===== config.mk =====
export PLATFORM = sky130hd
export DESIGN_NAME = nmt_command_sender
export DESIGN_NICKNAME = d
export VERILOG_FILES = /design/src/nmt_command_sender.v /design/src/frame_shifter.v
export VERILOG_INCLUDE_DIRS = /design/src
export SDC_FILE = /design/constraint.sdc
export NUM_CORES = 1
export LEC_CHECK = 0
export ABC_AREA = 1
export BUFFER_PORTS_ARGS = -buffer_cell sky130_fd_sc_hd__buf_4
export CELL_PAD_IN_SITES_DETAIL_PLACEMENT = 0
export CELL_PAD_IN_SITES_GLOBAL_PLACEMENT = 2
export CORE_ASPECT_RATIO = 0.8
export CORE_MARGIN = 3
export CORE_UTILIZATION = 28
export DETAILED_ROUTE_END_ITERATION = 8
export PLACE_DENSITY_LB_ADDON = 0.1
export SETUP_SLACK_MARGIN = 0.1
export SKIP_LAST_GASP = 1
export SLEW_MARGIN = 20
export SYNTH_ARGS = -nofsm -noshare
export SYNTH_HDL_FRONTEND = slang
export SYNTH_SLANG_ARGS = --single-unit

===== constraint.sdc =====
create_clock -name ref_clk -period 2.2 [get_ports ref_clk]
set_input_delay 0 -clock ref_clk [delete_from_list [all_inputs] [get_ports ref_clk]]
set_output_delay 0 -clock ref_clk [all_outputs]
set_load 0.02 [all_outputs]

===== src/nmt_sender_defines.vh =====
`ifndef NMT_SENDER_DEFINES_VH
`define NMT_SENDER_DEFINES_VH

// service codes carried in the command frame
`define SVC_START        16'h0001
`define SVC_STOP         16'h0002
`define SVC_PREOP        16'h0080
`define SVC_RESET_APP    16'h0081
`define SVC_RESET_COMM   16'h0082

// error code word values
`define ERR_NONE         16'h0000
`define ERR_BAD_PARAM    16'h000B
`define ERR_UNSUPPORTED  16'h000C

// parameter ranges
`define SLOT_MAX         16'h000B
`define NODE_MIN         16'h0001
`define NODE_MAX         16'h007F

// frame layout: identifier 0, two data bytes
`define NMT_FRAME_ID     11'h000
`define FRAME_BYTES      4'h2

// state codes, one-hot
`define ST_IDLE          5'h01
`define ST_SEND          5'h02
`define ST_WAIT          5'h04
`define ST_HOLD          5'h08
`define ST_CLEAR         5'h10

`endif


===== src/nmt_command_sender.v =====
`timescale 1ns/1ps
`default_nettype none
`include "nmt_sender_defines.vh"

module nmt_command_sender
#(
  parameter SLOT_COUNT_W = 16       // width of slot number input
)
(
  // clock and reset
  input  wire                    ref_clk,
  input  wire                    rst,
  // request from the master logic
  input  wire                    start,
  input  wire [SLOT_COUNT_W-1:0] slot_number,
  input  wire [15:0]             remote_node_address,
  input  wire [15:0]             service_code,
  input  wire                    abort_cmd,
  // handshake back to the master logic
  output reg                     busy,
  output reg                     done,
  output reg                     error,
  output reg                     aborted,
  output reg  [15:0]             error_code_word,
  // command frame towards the bus controller
  output reg                     frame_valid,
  input  wire                    frame_ready,
  output reg  [10:0]             frame_id,
  output reg  [3:0]              frame_len,
  output wire [7:0]              frame_byte,
  output wire                    frame_byte_last,
  input  wire                    frame_byte_take,
  input  wire                    frame_sent,
  input  wire                    frame_fail,
  // which slot the command went to
  output reg  [SLOT_COUNT_W-1:0] slot_used
);

  // state register and its next value
  reg [4:0]  state;
  reg [4:0]  next_state;
  // previous start level for edge detection
  reg        start_q;
  // captured request
  reg [15:0] node_held;
  reg [15:0] svc_held;
  // one-cycle strobe that loads the byte shifter
  reg        load_frame;

  // start edges, one cycle wide
  wire start_rise = start & ~start_q;
  wire start_fall = ~start & start_q;

  // decode of the supported service codes
  function svc_known;
    input [15:0] code;
    begin
      case (code)
        // start and stop
        `SVC_START, `SVC_STOP: svc_known = 1'b1;
        // preop and resets
        `SVC_PREOP, `SVC_RESET_APP, `SVC_RESET_COMM: svc_known = 1'b1;
        // anything else is not a service
        default: svc_known = 1'b0;
      endcase
    end
  endfunction

  // range check of slot and node address
  function params_ok;
    input [SLOT_COUNT_W-1:0] slot;
    input [15:0]             node;
    begin
      // slot widened to 32 bits so any slot width up to 32 compares
      // node must lie in the usable address range
      params_ok = ({{(32-SLOT_COUNT_W){1'b0}}, slot} <= {16'h0000, `SLOT_MAX}) &&
                  (node >= `NODE_MIN) && (node <= `NODE_MAX);
    end
  endfunction

  // byte sequencer for the two data bytes
  // first byte shows one cycle after the load
  frame_shifter u_shift
  (
    .ref_clk  (ref_clk),
    .rst      (rst),
    .load     (load_frame),
    .byte0    (svc_held[7:0]),
    .byte1    (node_held[7:0]),
    .advance  (frame_byte_take),
    .byte_out (frame_byte),
    .last     (frame_byte_last)
  );

  // next state decode
  always @*
  begin
    // hold the state unless a branch moves it
    next_state = state;
    case (state)
      // idle until start rises
      `ST_IDLE:
        if (start_rise)
          next_state = `ST_SEND;
      // waiting for the bus controller to take the frame
      `ST_SEND:
        // an abort wins over a ready in the same cycle
        if (abort_cmd)
          next_state = `ST_HOLD;
        else if (frame_ready)
          next_state = `ST_WAIT;
      // frame handed over, waiting for the outcome
      `ST_WAIT:
        if (abort_cmd || frame_sent || frame_fail)
          next_state = `ST_HOLD;
      `ST_HOLD:
        if (!start)
          next_state = `ST_CLEAR;
      // one idle step before the next run
      `ST_CLEAR:
        next_state = `ST_IDLE;
      // illegal code, back to idle
      default:
        next_state = `ST_IDLE;
    endcase
  end

  // main sequencer and outputs
  always @(posedge ref_clk)
  begin
    if (rst)
    begin
      // sequencer idle, no edge remembered
      state           <= `ST_IDLE;
      start_q         <= 1'b0;
      // request copies cleared
      node_held       <= 16'h0000;
      svc_held        <= 16'h0000;
      load_frame      <= 1'b0;
      // handshake flags low
      busy            <= 1'b0;
      done            <= 1'b0;
      error           <= 1'b0;
      aborted         <= 1'b0;
      // no result code and no frame offered
      error_code_word <= `ERR_NONE;
      frame_valid     <= 1'b0;
      frame_id        <= `NMT_FRAME_ID;
      frame_len       <= 4'h0;
      // no slot used yet
      slot_used       <= {SLOT_COUNT_W{1'b0}};
    end
    else
    begin
      // edge detector and loader strobe
      start_q    <= start;
      load_frame <= 1'b0;
      // default advance of the sequencer
      state      <= next_state;
      if (start_fall)
      begin
        done    <= 1'b0;
        error   <= 1'b0;
        aborted <= 1'b0;
      end
      // per-state work; later assignments win
      case (state)
        // waiting for a request
        `ST_IDLE:
        begin
          // launch only on a fresh rising edge
          if (start_rise)
          begin
            slot_used <= slot_number;
            node_held <= remote_node_address;
            svc_held  <= service_code;
            // clear stale results of a previous run
            done      <= 1'b0;
            error     <= 1'b0;
            aborted   <= 1'b0;
            if (!params_ok(slot_number, remote_node_address))
            begin
              error           <= 1'b1;
              error_code_word <= `ERR_BAD_PARAM;
              // skip the bus, show the result
              state           <= `ST_HOLD;
            end
            else if (!svc_known(service_code))
            begin
              error           <= 1'b1;
              error_code_word <= `ERR_UNSUPPORTED;
              // skip the bus, show the result
              state           <= `ST_HOLD;
            end
            // request valid: offer the frame
            else
            begin
              busy        <= 1'b1;
              frame_valid <= 1'b1;
              frame_id    <= `NMT_FRAME_ID;
              frame_len   <= `FRAME_BYTES;
              load_frame  <= 1'b1;
            end
          end
        end
        // frame offered to the bus controller
        `ST_SEND:
        begin
          // an abort wins over a ready
          if (abort_cmd)
          begin
            aborted     <= 1'b1;
            busy        <= 1'b0;
            frame_valid <= 1'b0;
          end
          // frame taken, drop the offer
          else if (frame_ready)
            frame_valid <= 1'b0;
        end
        // frame on its way, waiting for the outcome
        `ST_WAIT:
        begin
          // an abort overrides the outcome
          if (abort_cmd)
          begin
            aborted <= 1'b1;
            busy    <= 1'b0;
          end
          // the bus gave up on the frame
          else if (frame_fail)
          begin
            error           <= 1'b1;
            error_code_word <= `ERR_UNSUPPORTED;
            busy            <= 1'b0;
          end
          // frame delivered on the bus
          else if (frame_sent)
          begin
            done            <= 1'b1;
            error_code_word <= `ERR_NONE;
            busy            <= 1'b0;
          end
        end
        // result shown, waiting for start to drop
        `ST_HOLD:
        begin
          // start already low, clear next cycle
          if (!start)
          begin
            done    <= 1'b0;
            error   <= 1'b0;
            aborted <= 1'b0;
          end
        end
        // one step back towards idle
        `ST_CLEAR:
        begin
          // flags stay low on the way back
          done    <= 1'b0;
          error   <= 1'b0;
          aborted <= 1'b0;
        end
        // nothing to do in other states
        default:
        begin
          // keep busy as it is
          busy <= busy;
        end
      endcase
    end
  end

endmodule

`default_nettype wire


===== src/frame_shifter.v =====
`timescale 1ns/1ps
`default_nettype none

// holds the two data bytes of a command frame and presents them one at a time
module frame_shifter
(
  // clock and reset
  input  wire        ref_clk,
  input  wire        rst,
  // load side
  input  wire        load,
  input  wire [7:0]  byte0,
  input  wire [7:0]  byte1,
  // read side
  input  wire        advance,
  output reg  [7:0]  byte_out,
  output reg         last
);

  // second byte waiting behind the output register
  reg [7:0] pending;

  // load both bytes, then shift the second forward
  always @(posedge ref_clk)
  begin
    if (rst)
    begin
      byte_out <= 8'h00;
      pending  <= 8'h00;
      last     <= 1'b0;
    end
    else if (load)
    begin
      byte_out <= byte0;
      pending  <= byte1;
      last     <= 1'b0;
    end
    else if (advance && !last)
    begin
      byte_out <= pending;
      last     <= 1'b1;
    end
  end

endmodule

`default_nettype wire


==> impl_metrics.json <==
{
  "pwr_density_cell_mw_per_mm2": 807,
  "rsz0062_at_grt": "false",
  "vias": 3030,
  "drive_gt1_frac": 0.235,
  "cpLargestDelayFamily": "buffers and inverters",
  "seq_area_mm2": 0.00130,
  "cap_violations": 0,
  "htree_levels": 3,
  "slowest_stage": "dlygate4sd3_1",
  "yosysWarningCount": 0,
  "rows": 33,
  "routedWlPerCell_um": 12.6,
  "hp-class": "input port to flip-flop",
  "p_leak_nw": 2.06,
  "routed_wl_um": 8980,
  "cp_cell_sequence": "nor2_2 -> nand2_1 -> inv_2 -> nand2_2 -> inv_1 -> nand3_1 -> dlygate4sd3_1 -> a21oi_1",
  "hold_viol": 0,
  "drc": 0,
  "synth_edf_count": 0,
  "total_power_w": 0.00362,
  "dp_hpwl_um": 6480,
  "gp_routability_congestion": 0.810,
  "skew_ps": 5.12,
  "ys_ff_latch": 65,
  "grt_overflow": 0,
  "finalSetupTns_ps": 0,
  "yosys.cell_count.top_type": "nor2_1",
  "synth_cell_type_count": 30,
  "worstPathRequired_ps": 2460,
  "synth-async-reset-ratio": 0,
  "synth.area.top_cells": "dfxtp_1, nor2_1, nand2_1",
  "cts_tree": "built",
  "avgSynthCellArea_um2": 7.05,
  "root_buffer": "clkbuf_16",
  "fillers": 1124,
  "grtUsageTotal": 0.150,
  "clkLatencyLatePin_ps": 330,
  "dr.pass1.iters": 4,
  "cts_setup_buffers": 0,
  "min_period_over_period": 0.764,
  "drt_iter0_markers": 149,
  "cts_resized": 0,
  "report.final.slew_viol_count": 0,
  "multi_input_area_mm2": 0.00148,
  "diodes": 0,
  "critPathKind": "flip-flop to flip-flop",
  "synth_area_leader_cell": "dfxtp_1",
  "dieArea_mm2": 0.0124,
  "min_period_ps": 1680,
  "viasPerCell": 4.26,
  "setup_violations": 0,
  "cp_max_fo": 7,
  "synth_ff_type": "dfxtp_1",
  "critPathMaxStageDelay_ps": 560,
  "crit_path_end_kind": "flip-flop",
  "numCtsBuffers": 9,
  "synth_common_cells": "nor2_1, nand2_1, dfxtp_1",
  "setup.worst_path.start_class": "flip-flop",
  "clkTransAtPathRegs_ps": 50,
  "start_util": 0.295,
  "cp_num_buf_inv": 3,
  "grt_pass1_wl_um": 14300,
  "yosys.area.top_type_share": 0.419,
  "ios": 117,
  "antenna_found_initial": 0,
  "grt_max_degree": 42,
  "grt_pass1_vias": 2917,
  "final_nets": 622,
  "drtAntennaViolNets": 0,
  "clk_path_buf_depth": 2,
  "yosysSeqAreaShare": 0.419,
  "fp.coreArea_mm2": 0.0105,
  "status": "completed",
  "syn-cell-area_mm2": 0.00311,
  "fmax_ghz": 0.595,
  "die_x_um": 124,
  "cts.sinks": 65,
  "fp.dieH_um": 100,
  "cp.arrival_ps": 1940,
  "syn_to_final_growth_pct": 44.4,
  "irDropWorstVdd_mv": 0.322,
  "postSynthCellCount": 441,
  "port_buffers": 90
}
## placed cells by master, fill, tap and decap left out
cell / instances
nor3_1: 3
inv_1: 36
o21ai_0: 29
a21oi_1: 23
conb_1: 26
nor2_2: 3
clkbuf_1: 2
inv_2: 2
nand3_2: 3
nand2_2: 4
dlygate4sd3_1: 37
nor3_2: 1
inv_4: 1
nand3_1: 19
o21ai_2: 1
clkinv_2: 1
o21ai_1: 7
a31oi_1: 10
nand2_4: 1
o211a_1: 1
clkbuf_8: 3
nand3_4: 2
buf_4: 94
nand4_1: 3
nand2_1: 86
dfxtp_1: 65
clkbuf_16: 9
o21bai_1: 1
nor2_1: 88
bufinv_16: 1
a21oi_2: 5
a21o_1: 1
nor2_4: 3
## sequential cells by signal, summed over array words and instances, names as in the netlist
| register | count |
|---|---|
| busy | 1 |
| aborted | 1 |
| error | 1 |
| u_shift.pending | 8 |
| u_shift.byte_out | 8 |
| frame_len | 1 |
| svc_held | 8 |
| start_q | 1 |
| state | 5 |
| frame_valid | 1 |
| u_shift.last | 1 |
| error_code_word | 3 |
| node_held | 8 |
| load_frame | 1 |
| slot_used | 16 |
| done | 1 |
## repair_timing
action / 4_1_cts / 5_1_grt
hold endpoints to repair: 37 / 0
hold buffers: 37 / 0
setup endpoints to repair: 0 / 0
## cells by family (layout without fill, tap and decap cells)
group,Yosys count,in the layout,synth area share
flops,65,65,0.419
compound gates,78,78,0.140
buf+inv,81,186,0.136
simple gates,216,216,0.304
other cells,1,26,0.00121
## worst register-to-register path, delay by kind of cell, from the launching register on
kind	cells	cell delay, ps
flops	1	350
compound gates	1	130
simple gates	4	360
buf+inv	3	780
## area by class of cell
| cell class | instances | share of cell area |
|---|---|---|
| multi-input combinational | 320 | 0.329 |
| clock inverter | 2 | 0.00780 |
| tap | 140 | 0.0390 |
| inverter | 39 | 0.0332 |
| clock buffer | 14 | 0.0610 |
| sequential | 65 | 0.290 |
| timing repair buffer | 131 | 0.240 |
## per-layer routing
layer  vias to the layer above  global-route usage  routed length [um]
li1                       1605                   -                   -
met1                      1328               0.197                4260
met2                        85               0.227                3920
met3                        12              0.0535                 676
met4                         0              0.0511                 117
met5                         -                   0                   0
## stage by stage
step	area [um2]	utilization	hold WS (ps)	instances	setup WS, ps
2_1_floorplan	3200	-	79.3	466	943
3_3_place_gp	3810	0.362	213	658	754
3_5_place_dp	3810	0.362	213	658	694
4_1_cts	4490	0.426	21.7	711	506
5_1_grt	4490	0.426	62.6	711	363
6_report	4490	0.426	42.5	711	518
## power breakdown
group          internal [W]  switching (W)  total, W
Sequential          0.00129      0.0000659   0.00136
Clock              0.000968       0.000496   0.00146
Combinational      0.000327       0.000476  0.000803
## worst paths after layout
kind	endpoint	cells after the start	slack [ps]	from
worst max-delay path	done	8	520	state[0]
worst max register to register	done	8	520	state[0]
worst min register to register	frame_len[1]	1	450	frame_len[1]
worst min-delay path	state[2]	4	40	abort_cmd
No activity file was read; power rests on OpenSTA's default activity.
